===== src/design/asrcs_map.vh =====
// register offsets, field positions, reset values and codes for the source/reference/clock select
`ifndef ASRCS_MAP_VH
`define ASRCS_MAP_VH
// ----------------------------------------------------------------
// register offsets
// ----------------------------------------------------------------
`define ASRCS_ADDR_W 4
`define ASRCS_OFF_SRC_REF_CLK 4'h0
`define ASRCS_OFF_CHAN 4'h1
`define ASRCS_OFF_BANDGAP 4'h2
`define ASRCS_OFF_PIN_ANALOG 4'h3
// ----------------------------------------------------------------
// field positions
// ----------------------------------------------------------------
`define ASRCS_SRC_HI 7
`define ASRCS_SRC_LO 5
`define ASRCS_REF_HI 4
`define ASRCS_REF_LO 3
`define ASRCS_CKS_HI 2
`define ASRCS_CKS_LO 0
`define ASRCS_BG_BIT 3
// ----------------------------------------------------------------
// reset values
// ----------------------------------------------------------------
`define ASRCS_RST_SRC_REF_CLK 8'h00
`define ASRCS_RST_CHAN 4'h0
`define ASRCS_RST_BANDGAP 1'b0
`define ASRCS_RST_PIN_ANALOG 8'h00
// ----------------------------------------------------------------
// codes
// ----------------------------------------------------------------
`define ASRCS_SRC_VDD_QUARTER 3'h4
`define ASRCS_SRC_GND_LO 3'h1
`define ASRCS_SRC_GND_HI 3'h3
`define ASRCS_REF_VDD 2'h1
`define ASRCS_REF_OPAMP 2'h2
`define ASRCS_MUX_EXT 2'h0
`define ASRCS_MUX_GND 2'h1
`define ASRCS_MUX_QUARTER 2'h2
`define ASRCS_REFSEL_PIN 2'h0
`define ASRCS_REFSEL_VDD 2'h1
`define ASRCS_REFSEL_OPAMP 2'h2
`endif


===== src/design/asrcs_clk_div.v =====
// converter clock prescaler: one-cycle enable at system clock divided by a power of two
`default_nettype none
module asrcs_clk_div #(
    parameter SEL_W = 3
) (
    input wire clk_sys_i,
    input wire resetn_i,
    input wire [SEL_W-1:0] div_sel_i,
    output reg conv_clk_en_o
);
    localparam CNT_W = (1 << SEL_W) - 1;

    reg [CNT_W-1:0] cnt_reg;
    reg [SEL_W-1:0] sel_seen_reg;
    wire [CNT_W-1:0] mask;

    // mask of low counter bits that must all be one for the divided tick
    assign mask = ({{(CNT_W-1){1'b0}}, 1'b1} << div_sel_i) - {{(CNT_W-1){1'b0}}, 1'b1};

    // free counter; restarts on a divider change so the new rate begins cleanly
    always @(posedge clk_sys_i) begin
        if (!resetn_i) begin
            cnt_reg <= {CNT_W{1'b0}};
            sel_seen_reg <= {SEL_W{1'b0}};
            conv_clk_en_o <= 1'b0;
        end else begin
            sel_seen_reg <= div_sel_i;
            if (sel_seen_reg != div_sel_i) begin
                cnt_reg <= {CNT_W{1'b0}};
                conv_clk_en_o <= 1'b0;
            end else begin
                cnt_reg <= cnt_reg + {{(CNT_W-1){1'b0}}, 1'b1};
                conv_clk_en_o <= ((cnt_reg & mask) == mask);
            end
        end
    end
endmodule
`default_nettype wire


===== src/design/asrcs_pin_share.v =====
// per-pin override when a shared pin becomes an analog converter input
`default_nettype none
module asrcs_pin_share #(
    parameter N_PINS = 8
) (
    input wire [N_PINS-1:0] analog_sel_i,
    input wire [N_PINS-1:0] gpio_oe_n_i,
    input wire [N_PINS-1:0] gpio_dout_i,
    input wire [N_PINS-1:0] pullup_en_i,
    output wire [N_PINS-1:0] pin_oe_n_o,
    output wire [N_PINS-1:0] pin_dout_o,
    output wire [N_PINS-1:0] pin_pullup_o,
    output wire [N_PINS-1:0] pin_digital_in_en_o
);
    genvar i;
    generate
        for (i = 0; i < N_PINS; i = i + 1) begin : g_pin
            // analog pin: driver off whatever the direction control says
            assign pin_oe_n_o[i] = gpio_oe_n_i[i] | analog_sel_i[i];
            assign pin_dout_o[i] = gpio_dout_i[i] & ~analog_sel_i[i];
            assign pin_pullup_o[i] = pullup_en_i[i] & ~analog_sel_i[i];
            assign pin_digital_in_en_o[i] = ~analog_sel_i[i];
        end
    endgenerate
endmodule
`default_nettype wire


===== src/design/asrcs_top.v =====
// converter source, reference and clock selection with bandgap and pin-share control
// ----------------------------------------------------------------
// Function
// source 000 or 101-111 routes external channel chosen by channel select
// source 001-011 grounds the converter input
// source 100 feeds converter from quarter supply
// channel codes 0000-0111 pick pins 0,2-6; 1000-1111 pick none
// software sets channel 1000-1111 before choosing quarter supply
// reference code 01 uses internal supply
// reference code 10 uses opamp output
// reference code 00 or 11 uses external reference pin
// software keeps reference pin unconfigured while internal reference used
// software disables other pin functions when external reference chosen
// clock field divides system clock by two to the field value
// bandgap on when low-voltage reset enabled or control bit 3 set
// bandgap register bits 7-4 and 2-0 read zero
// analog-selected pin loses digital and alternate functions
// analog-selected pin loses its pull-high
// analog-selected pin ignores direction control
// select field changes reach converter controls next cycle after write
// ----------------------------------------------------------------
//
// Decided for this implementation: the strobed register port and the placing of the registers.
`default_nettype none
`include "asrcs_map.vh"
module asrcs_top #(
    parameter N_PINS = 8
) (
    input wire clk_sys_i,
    input wire resetn_i,
    input wire [`ASRCS_ADDR_W-1:0] reg_addr_i,
    input wire [7:0] reg_wdata_i,
    input wire reg_wr_i,
    input wire reg_rd_i,
    output reg [7:0] reg_rdata_o,
    input wire low_voltage_reset_en_i,
    input wire [N_PINS-1:0] gpio_oe_n_i,
    input wire [N_PINS-1:0] gpio_dout_i,
    input wire [N_PINS-1:0] pullup_en_i,
    output wire [N_PINS-1:0] pin_oe_n_o,
    output wire [N_PINS-1:0] pin_dout_o,
    output wire [N_PINS-1:0] pin_pullup_o,
    output wire [N_PINS-1:0] pin_digital_in_en_o,
    output reg [1:0] input_mux_sel_o,
    output reg [7:0] analog_channel_pin_o,
    output reg [1:0] reference_sel_o,
    output wire conv_clk_en_o,
    output reg bandgap_enable_o
);
    // ----------------------------------------------------------------
    // decode functions
    // ----------------------------------------------------------------
    // source field to converter input mux code
    // 000 and 101-111 all fall through to the external source
    function [1:0] src_decode;
        input [2:0] src;
        begin
            if (src == `ASRCS_SRC_VDD_QUARTER) begin
                src_decode = `ASRCS_MUX_QUARTER;
            end else if (src >= `ASRCS_SRC_GND_LO && src <= `ASRCS_SRC_GND_HI) begin
                src_decode = `ASRCS_MUX_GND;
            end else begin
                src_decode = `ASRCS_MUX_EXT;
            end
        end
    endfunction

    // channel code to one-hot pin switch; codes 1, 7 and the high half connect nothing
    // spelled out code by code so a reserved code can never close a switch by accident
    function [7:0] chan_decode;
        input [3:0] chan;
        begin
            case (chan)
                4'h0: begin
                    chan_decode = 8'h01;
                end
                4'h2: begin
                    chan_decode = 8'h04;
                end
                4'h3: begin
                    chan_decode = 8'h08;
                end
                4'h4: begin
                    chan_decode = 8'h10;
                end
                4'h5: begin
                    chan_decode = 8'h20;
                end
                4'h6: begin
                    chan_decode = 8'h40;
                end
                default: begin
                    chan_decode = 8'h00;
                end
            endcase
        end
    endfunction

    // reference field to reference switch code; 00 and 11 both mean the reference pin
    function [1:0] ref_decode;
        input [1:0] refsel;
        begin
            case (refsel)
                `ASRCS_REF_VDD: begin
                    ref_decode = `ASRCS_REFSEL_VDD;
                end
                `ASRCS_REF_OPAMP: begin
                    ref_decode = `ASRCS_REFSEL_OPAMP;
                end
                default: begin
                    ref_decode = `ASRCS_REFSEL_PIN;
                end
            endcase
        end
    endfunction

    // ----------------------------------------------------------------
    // registers
    // ----------------------------------------------------------------
    // register file
    reg [7:0] src_ref_clk_reg;
    reg [3:0] chan_reg;
    reg bandgap_ctrl_reg;
    reg [N_PINS-1:0] pin_analog_reg;
    wire [2:0] input_source_select;
    wire [1:0] reference_select;
    wire [2:0] converter_clock_divider_select;
    // per-register write enables and next values of the registered outputs
    wire wr_src_ref_clk;
    wire wr_chan;
    wire wr_bandgap;
    wire wr_pin_analog;
    reg [7:0] rdata_next;
    reg [1:0] input_mux_next;
    reg [7:0] analog_channel_pin_next;
    reg [1:0] reference_sel_next;
    reg bandgap_enable_next;

    // field slices of the source, reference and clock register
    assign input_source_select = src_ref_clk_reg[`ASRCS_SRC_HI:`ASRCS_SRC_LO];
    assign reference_select = src_ref_clk_reg[`ASRCS_REF_HI:`ASRCS_REF_LO];
    assign converter_clock_divider_select = src_ref_clk_reg[`ASRCS_CKS_HI:`ASRCS_CKS_LO];

    // ----------------------------------------------------------------
    // register writes
    // ----------------------------------------------------------------
    // one-cycle strobe, no wait; unmapped offsets match no enable and are dropped
    assign wr_src_ref_clk = reg_wr_i && (reg_addr_i == `ASRCS_OFF_SRC_REF_CLK);
    assign wr_chan = reg_wr_i && (reg_addr_i == `ASRCS_OFF_CHAN);
    assign wr_bandgap = reg_wr_i && (reg_addr_i == `ASRCS_OFF_BANDGAP);
    assign wr_pin_analog = reg_wr_i && (reg_addr_i == `ASRCS_OFF_PIN_ANALOG);

    // source, reference and clock fields; all eight bits are read/write
    always @(posedge clk_sys_i) begin
        if (!resetn_i) begin
            src_ref_clk_reg <= `ASRCS_RST_SRC_REF_CLK;
        end else if (wr_src_ref_clk) begin
            src_ref_clk_reg <= reg_wdata_i;
        end
    end

    // external channel code; the upper four bits of the write are dropped
    always @(posedge clk_sys_i) begin
        if (!resetn_i) begin
            chan_reg <= `ASRCS_RST_CHAN;
        end else if (wr_chan) begin
            chan_reg <= reg_wdata_i[3:0];
        end
    end

    // bandgap bit; every other bit of this register is unimplemented
    always @(posedge clk_sys_i) begin
        if (!resetn_i) begin
            bandgap_ctrl_reg <= `ASRCS_RST_BANDGAP;
        end else if (wr_bandgap) begin
            bandgap_ctrl_reg <= reg_wdata_i[`ASRCS_BG_BIT];
        end
    end

    // analog select per shared pin; a set bit hands the pin to the converter
    always @(posedge clk_sys_i) begin
        if (!resetn_i) begin
            pin_analog_reg <= {N_PINS{1'b0}};
        end else if (wr_pin_analog) begin
            pin_analog_reg <= reg_wdata_i[N_PINS-1:0];
        end
    end

    // ----------------------------------------------------------------
    // register reads
    // ----------------------------------------------------------------
    // read mux; unmapped offsets and unimplemented bits read zero
    always @* begin
        rdata_next = 8'h00;
        case (reg_addr_i)
            `ASRCS_OFF_SRC_REF_CLK: begin
                rdata_next = src_ref_clk_reg;
            end
            `ASRCS_OFF_CHAN: begin
                rdata_next = {4'h0, chan_reg};
            end
            `ASRCS_OFF_BANDGAP: begin
                rdata_next = {4'h0, bandgap_ctrl_reg, 3'h0};
            end
            `ASRCS_OFF_PIN_ANALOG: begin
                rdata_next = pin_analog_reg;
            end
            default: begin
                rdata_next = 8'h00;
            end
        endcase
    end

    // read data registered, valid only in the cycle after the strobe, else zero
    always @(posedge clk_sys_i) begin
        if (!resetn_i) begin
            reg_rdata_o <= 8'h00;
        end else if (reg_rd_i) begin
            reg_rdata_o <= rdata_next;
        end else begin
            reg_rdata_o <= 8'h00;
        end
    end

    // ----------------------------------------------------------------
    // converter controls
    // ----------------------------------------------------------------
    // next values of the converter controls, worked out from the registers and the low-voltage reset request
    always @* begin
        input_mux_next = src_decode(input_source_select);
        // pin switch only closes on external source, so the quarter-supply node stays clear
        if (input_mux_next == `ASRCS_MUX_EXT) begin
            analog_channel_pin_next = chan_decode(chan_reg);
        end else begin
            analog_channel_pin_next = 8'h00;
        end
        // two reference codes share the pin, so the decode has three outcomes
        reference_sel_next = ref_decode(reference_select);
        // either requester keeps the bandgap alive; off only when both let go
        bandgap_enable_next = low_voltage_reset_en_i | bandgap_ctrl_reg;
    end

    // input mux; registered so the analog side sees one clean change after the write
    always @(posedge clk_sys_i) begin
        if (!resetn_i) begin
            input_mux_sel_o <= `ASRCS_MUX_EXT;
        end else begin
            input_mux_sel_o <= input_mux_next;
        end
    end

    // channel pin switch; opens in the same cycle the source leaves external
    always @(posedge clk_sys_i) begin
        if (!resetn_i) begin
            analog_channel_pin_o <= 8'h00;
        end else begin
            analog_channel_pin_o <= analog_channel_pin_next;
        end
    end

    // reference switch
    always @(posedge clk_sys_i) begin
        if (!resetn_i) begin
            reference_sel_o <= `ASRCS_REFSEL_PIN;
        end else begin
            reference_sel_o <= reference_sel_next;
        end
    end

    // bandgap enable; one cycle behind a change of the low-voltage reset request
    always @(posedge clk_sys_i) begin
        if (!resetn_i) begin
            bandgap_enable_o <= 1'b0;
        end else begin
            bandgap_enable_o <= bandgap_enable_next;
        end
    end

    // ----------------------------------------------------------------
    // prescaler and pin overrides
    // ----------------------------------------------------------------
    // prescaler restarts on a field change so the first tick is never short
    asrcs_clk_div #(
        .SEL_W(3)
    ) u_div (
        .clk_sys_i(clk_sys_i),
        .resetn_i(resetn_i),
        .div_sel_i(converter_clock_divider_select),
        .conv_clk_en_o(conv_clk_en_o)
    );

    // analog-selected pins lose driver, pull-high and digital input
    asrcs_pin_share #(
        .N_PINS(N_PINS)
    ) u_pins (
        .analog_sel_i(pin_analog_reg),
        .gpio_oe_n_i(gpio_oe_n_i),
        .gpio_dout_i(gpio_dout_i),
        .pullup_en_i(pullup_en_i),
        .pin_oe_n_o(pin_oe_n_o),
        .pin_dout_o(pin_dout_o),
        .pin_pullup_o(pin_pullup_o),
        .pin_digital_in_en_o(pin_digital_in_en_o)
    );
endmodule
`default_nettype wire


===== config.mk =====
export PLATFORM = sky130hd
export DESIGN_NAME = asrcs_top
export DESIGN_NICKNAME = d
export VERILOG_FILES = /design/src/design/asrcs_clk_div.v /design/src/design/asrcs_pin_share.v /design/src/design/asrcs_top.v
export VERILOG_INCLUDE_DIRS = /design/src /design/src/design
export SDC_FILE = /design/constraint.sdc
export NUM_CORES = 1
export LEC_CHECK = 0
export ABC_CLOCK_PERIOD_IN_PS = 4500
export BUFFER_PORTS_ARGS = -buffer_cell sky130_fd_sc_hd__buf_2
export CORE_MARGIN = 1.5
export CORE_UTILIZATION = 51
export CTS_CLUSTER_DIAMETER = 100
export DETAILED_ROUTE_END_ITERATION = 8
export GPL_TIMING_DRIVEN = 0
export HOLD_SLACK_MARGIN = 0.06
export PLACE_DENSITY = 0.84
export SETUP_SLACK_MARGIN = 0.5
export SLEW_MARGIN = 25
export SYNTH_ARGS = -nofsm -noshare
export SYNTH_HDL_FRONTEND = slang
export SYNTH_HIERARCHICAL = 1
export SYNTH_SLANG_ARGS = --single-unit
export TNS_END_PERCENT = 5

===== constraint.sdc =====
create_clock -name clk_sys_i -period 4.5 [get_ports clk_sys_i]
set_input_delay 0.45 -clock clk_sys_i [delete_from_list [all_inputs] [get_ports clk_sys_i]]
set_output_delay 0.45 -clock clk_sys_i [all_outputs]
set_load 0.02 [all_outputs]

After elaboration in Yosys (flattened, before gate mapping) --
Index checks and enable logic that the tools add are counted.
Word-level totals: register bits 53, bits in latches 0, bits in writable memories 0, bits in read-only memories 0, output and inout bits 54, memories kept 0
Operators by class: add/subtract/negate cells 2, $mul 0, divide/modulo/power cells 0, order comparisons 2, equal/unequal tests 13, shift operators 1, mux-type cells 5, bitwise logic cells 35, reductions and logical operators 11
Operators by type and width (number):
- 7-bit one-hot mux with 6 select lines | 1
- 8-bit one-hot mux with 4 select lines | 1
- 1-bit bitwise AND | 16
- 4-bit by 2-bit == test with 1-bit output (second input constant) | 4
- 4-bit by 3-bit == test with 1-bit output (second input constant) | 3
- 1-bit inverter | 9
- 1-bit bitwise OR | 9
- 4-bit logical NOT | 2
- 7-bit by 1-bit adder with 7-bit output (second input constant) | 1
- 7-bit bitwise AND | 1
- 7-bit == test | 1
- 1-bit by 3-bit left shift with 7-bit output (first input constant) | 1
- 7-bit by 1-bit subtractor with 7-bit output (second input constant) | 1
- 1-bit logical AND | 5
- 4-bit by 1-bit == test with 1-bit output (second input constant) | 1
- 2-bit one-hot mux with 2 select lines | 1
- 2-bit AND reduction | 2
- 3-bit == test (second input constant) | 1
- 3-bit by 1-bit >= comparator with 1-bit output (second input constant) | 1
- 3-bit by 2-bit <= comparator with 1-bit output (second input constant) | 1
- 3-bit != test | 1
- 2-bit by 1-bit == test with 1-bit output (second input constant) | 1
- 2-bit == test (second input constant) | 1
- 2-bit logical NOT | 1
- other kinds (3) | 3

Longest topological paths before layout --
depth after elaboration 6, mapped depth 7

Hierarchy --
Netlist, hierarchy kept.
Modules (own cells, without submodules):
- asrcs_top | times used 1, cells an instance 148, area each 1493.9 sq um
- asrcs_clk_div | times used 1, cells an instance 64, area each 604.3 sq um
- asrcs_pin_share | times used 1, cells an instance 32, area each 220.2 sq um

Least setup slack after synthesis --
OpenSTA, ideal clock, no wires.
path kind register -> register, start register src_ref_clk_reg[2], end register u_div.conv_clk_en_o, library setup time 0.116 ns, arrival 1.816 ns, required time 4.384 ns, slack 2.568 ns, stages on the path, launching flop included 8, path through dfxtp_1 -> buf_2 -> or3_2 -> ha_1 -> and3b_2 -> o21bai_1 -> o2111ai_1 -> and3_1
Between the ends: word-level cells in the longest chain between the ends 4
RTL lines:
- from (decl) | RTL line asrcs_top.v:121 | reg [7:0] src_ref_clk_reg;
- from (signal assigned) | RTL line asrcs_top.v:156 | src_ref_clk_reg <= `ASRCS_RST_SRC_REF_CLK;
- from (signal assigned) | RTL line asrcs_top.v:158 | src_ref_clk_reg <= reg_wdata_i;
- 1-bit by 3-bit left shift with 7-bit output | RTL line asrcs_clk_div.v:18 | assign mask = ({{(CNT_W-1){1'b0}}, 1'b1} << div_sel_i) - {{(CNT_W-1){1'b0}}, 1'b1};
- 7-bit by 1-bit subtractor with 7-bit output | RTL line asrcs_clk_div.v:18
- 7-bit bitwise AND | RTL line asrcs_clk_div.v:33 | conv_clk_en_o <= ((cnt_reg & mask) == mask);
- 7-bit == test | RTL line asrcs_clk_div.v:33
- to (signal assigned) | RTL line asrcs_clk_div.v:33
- to (decl) | RTL line asrcs_clk_div.v:9 | output reg conv_clk_en_o
Several ways; a longest one is shown, not always the timed one. A chain may end at the register's enable or synchronous reset.

Worst setup path after layout --
Same ends and word-level chain as after synthesis.

==> out/metrics.json <==
{
  "status": {"value": "finished, final reports clean"},
  "worstSetupStartpointType": {"value": "flip-flop"},
  "die_height": {"value": 70.4, "unit": "microns"},
  "dr.first_iter.drc_count": {"value": 118},
  "grt_max_degree": {"value": 17},
  "synth_commonest_cells": {"value": "sky130_fd_sc_hd__dfxtp_1, sky130_fd_sc_hd__nand2_1, sky130_fd_sc_hd__nor2_1"},
  "rsz0062_at_grt": {"value": "no"},
  "fmax": {"value": 477, "unit": "MHz"},
  "initial_core_util": {"value": 0.532},
  "setup.worst_path.start": {"value": "src_ref_clk_reg[2]"},
  "cp.required": {"value": 4710, "unit": "ps"},
  "layout_min_cycle_time": {"value": 2090, "unit": "ps"},
  "post-route-util": {"value": 0.680},
  "avgSynthCellArea": {"value": 9.50, "unit": "sq um"},
  "syn_area": {"value": 2320, "unit": "sq um"},
  "min_path_type": {"value": "primary input to flip-flop"},
  "netlist_top_cells_area": {"value": "sky130_fd_sc_hd__dfxtp_1, sky130_fd_sc_hd__mux2i_1, sky130_fd_sc_hd__and2b_2"},
  "synth-edff-count": {"value": 0},
  "ys_async_sr_fraction": {"value": 0},
  "ir_worst_vdd": {"value": 162, "unit": "uV"},
  "vias": {"value": 2000},
  "post_cts_gate_resize_count": {"value": 0},
  "critical_path.endpoint_type": {"value": "flip-flop"},
  "gp_routability_congestion": {"value": 0.873},
  "finalSetupViolations": {"value": 0},
  "reg2reg_slack": {"value": 2410, "unit": "ps"},
  "worst_hold_path_cells": {"value": 3},
  "worst_pin_slew": {"value": 576, "unit": "ps"},
  "seq_area_frac_synth": {"value": 0.440},
  "synthesized_instance_count": {"value": 244},
  "crit-reg2reg-capture": {"value": "u_div/conv_clk_en_o"},
  "critical_path.reg2reg.startpoint": {"value": "src_ref_clk_reg[2]"},
  "vias_in_the_first_global_route": {"value": 1813},
  "clock_tree.htree_level_count": {"value": 2},
  "global_route_wire_length_before_repair": {"value": 8090, "unit": "microns"},
  "rows": {"value": 24},
  "final-hold-violation-count": {"value": 0},
  "yosys.area.top_type": {"value": "sky130_fd_sc_hd__dfxtp_1"},
  "io_pins": {"value": 95},
  "postCtsSetupRepairBufs": {"value": 0},
  "antenna_cells": {"value": 0},
  "first_pass_iters": {"value": 4},
  "worst-path-max-fanout": {"value": 10},
  "area_overhead_of_the_layout_relative_to_synthesis": {"value": 27.6, "unit": "%"},
  "clock_latency": {"value": 310, "unit": "ps"},
  "yosysUniqueCellTypes": {"value": 46},
  "yosys_register_bits": {"value": 51},
  "cp.arrival": {"value": 2300, "unit": "ps"},
  "report.final.slew_viol_count": {"value": 0},
  "p_leak": {"value": 1.37, "unit": "nW"},
  "routed_wire_length_per_instance": {"value": 12.7, "unit": "microns"},
  "finClkSkew": {"value": 10.3, "unit": "ps"},
  "coreArea": {"value": 4350, "unit": "sq um"},
  "max_cap_violations": {"value": 0},
  "totalNegativeSetupSlack": {"value": 0, "unit": "ps"},
  "ys_warn_count": {"value": 6},
  "yosys.cell_count.top_type": {"value": "sky130_fd_sc_hd__dfxtp_1"},
  "post-route-drc-count": {"value": 0},
  "cts_made_buffers": {"value": 5},
  "port-buffer-count": {"value": 90},
  "power-per-cell-area": {"value": 308, "unit": "nW/um^2"},
  "grt_remaining_overflow": {"value": 0},
  "post_route_cells_drive_above_1_share": {"value": 0.397},
  "gr-usage-all-layers": {"value": 0.204},
  "clock-sinks": {"value": 51},
  "cts_hold_repair.buffers": {"value": 0},
  "final_min_period_over_clock_period": {"value": 0.466},
  "post-dp-hpwl": {"value": 3750, "unit": "microns"},
  "nets": {"value": 385},
  "die_area": {"value": 4960, "unit": "sq um"},
  "antenna_found_initial": {"value": 0},
  "netlist.area_leader.share": {"value": 0.440},
  "routed_wl": {"value": 5000, "unit": "microns"},
  "maxSlewHeadroom": {"value": 0.614},
  "criticalPathCategory": {"value": "flip-flop to flip-flop"},
  "via_per_inst": {"value": 5.06},
  "synth_ff_type": {"value": "sky130_fd_sc_hd__dfxtp_1"},
  "crit_end": {"value": "u_div/conv_clk_en_o"},
  "cts_tree": {"value": "built"},
  "clk_pin_slew": {"value": 90, "unit": "ps"},
  "drt.antenna.violating_nets": {"value": 0},
  "die-width": {"value": 70.4, "unit": "microns"},
  "worst_r2r_path_depth": {"value": 7},
  "ctsLongestPathBuffers": {"value": 2},
  "clock_tree.root_cell": {"value": "sky130_fd_sc_hd__clkbuf_8"}
}
[kinds of logic after synthesis]
logic type               synth area share
AO/OA/AOI/OAI                      0.0610
other                             0.00162
buffers and inverters              0.0437
multiplexers                        0.115
XOR/XNOR                           0.0383
AND/OR/NAND/NOR                     0.289
flip-flops                          0.440
adder cells (fa/ha/maj)            0.0108
[power by group]
part / leakage [nW] / internal (mW) / total (mW) / switching (mW)
combinational: 0.899 / 0.0470 / 0.107 / 0.0601
sequential: 0.413 / 0.459 / 0.467 / 0.00718
clock: 0.0618 / 0.183 / 0.337 / 0.154
total: 1.37 / 0.689 / 0.910 / 0.221
[worst min-delay path by stage]
| stage | slack (ps) | start | endpoint |
|---|---|---|---|
| after global placement | 440 | src_ref_clk_reg[4] | reference_sel_o[0] |
| after detailed placement | 450 | src_ref_clk_reg[4] | reference_sel_o[0] |
| after global routing | 380 | low_voltage_reset_en_i | bandgap_enable_o |
| after CTS | 360 | low_voltage_reset_en_i | bandgap_enable_o |
| final | 360 | low_voltage_reset_en_i | bandgap_enable_o |
| after floorplan | 420 | src_ref_clk_reg[3] | reference_sel_o[1] |
[layout by cell type (no fill, tap or decap), types with 3 or more instances in the layout]
cell / instances
sky130_fd_sc_hd__a22oi_1: 7
sky130_fd_sc_hd__and2_1: 4
sky130_fd_sc_hd__and2b_2: 16
sky130_fd_sc_hd__buf_2: 93
sky130_fd_sc_hd__clkbuf_1: 5
sky130_fd_sc_hd__clkbuf_8: 6
sky130_fd_sc_hd__dfxtp_1: 51
sky130_fd_sc_hd__inv_1: 11
sky130_fd_sc_hd__mux2_2: 3
sky130_fd_sc_hd__mux2i_1: 21
sky130_fd_sc_hd__nand2_1: 33
sky130_fd_sc_hd__nand3_1: 4
sky130_fd_sc_hd__nor2_1: 24
sky130_fd_sc_hd__nor2b_1: 3
sky130_fd_sc_hd__nor3_1: 5
sky130_fd_sc_hd__or2_1: 8
sky130_fd_sc_hd__xnor2_1: 5
[metal layers]
layer / wire (microns) / part of all wire / vias to the layer above / global-route usage
met5: 0 / 0 / - / 0
met4: 67 / 0.013 / 0 / 0.0534
met3: 311 / 0.062 / 8 / 0.0491
met2: 2340 / 0.47 / 69 / 0.344
met1: 2280 / 0.46 / 916 / 0.262
li1: - / - / 1007 / -
[through the flow]
step                total power, mW  hold slack (ps)  worst slack [ps]  cell area [sq um]  instances
global route                  0.938              377              2340               2960        395
finish                        0.910              359              2410               2960        395
CTS                           0.913              359              2410               2960        395
global placement              0.581              445              2450               2840        387
detailed placement            0.585              446              2420               2840        387
floorplan                     0.544              418              2570               2320        245
[critical path: stages (launching register included)]
cell	delay (ps)
sky130_fd_sc_hd__dfxtp_1	370
sky130_fd_sc_hd__buf_2	190
sky130_fd_sc_hd__or3_2	490
sky130_fd_sc_hd__ha_1	300
sky130_fd_sc_hd__and3b_2	240
sky130_fd_sc_hd__o21bai_1	130
sky130_fd_sc_hd__o2111ai_1	110
sky130_fd_sc_hd__and3_1	180
[layout make-up]
class                      instances  area (sq um)
fill                             346          1400
multi-input combinational        172          1200
sequential                        51          1020
timing repair buffer              90           450
clock buffer                       6          82.6
tap                               52          65.1
buffer                            11          60.1
inverter                          11          41.3
clock inverter                     2          38.8
Power figures use the tool's default switching activity.
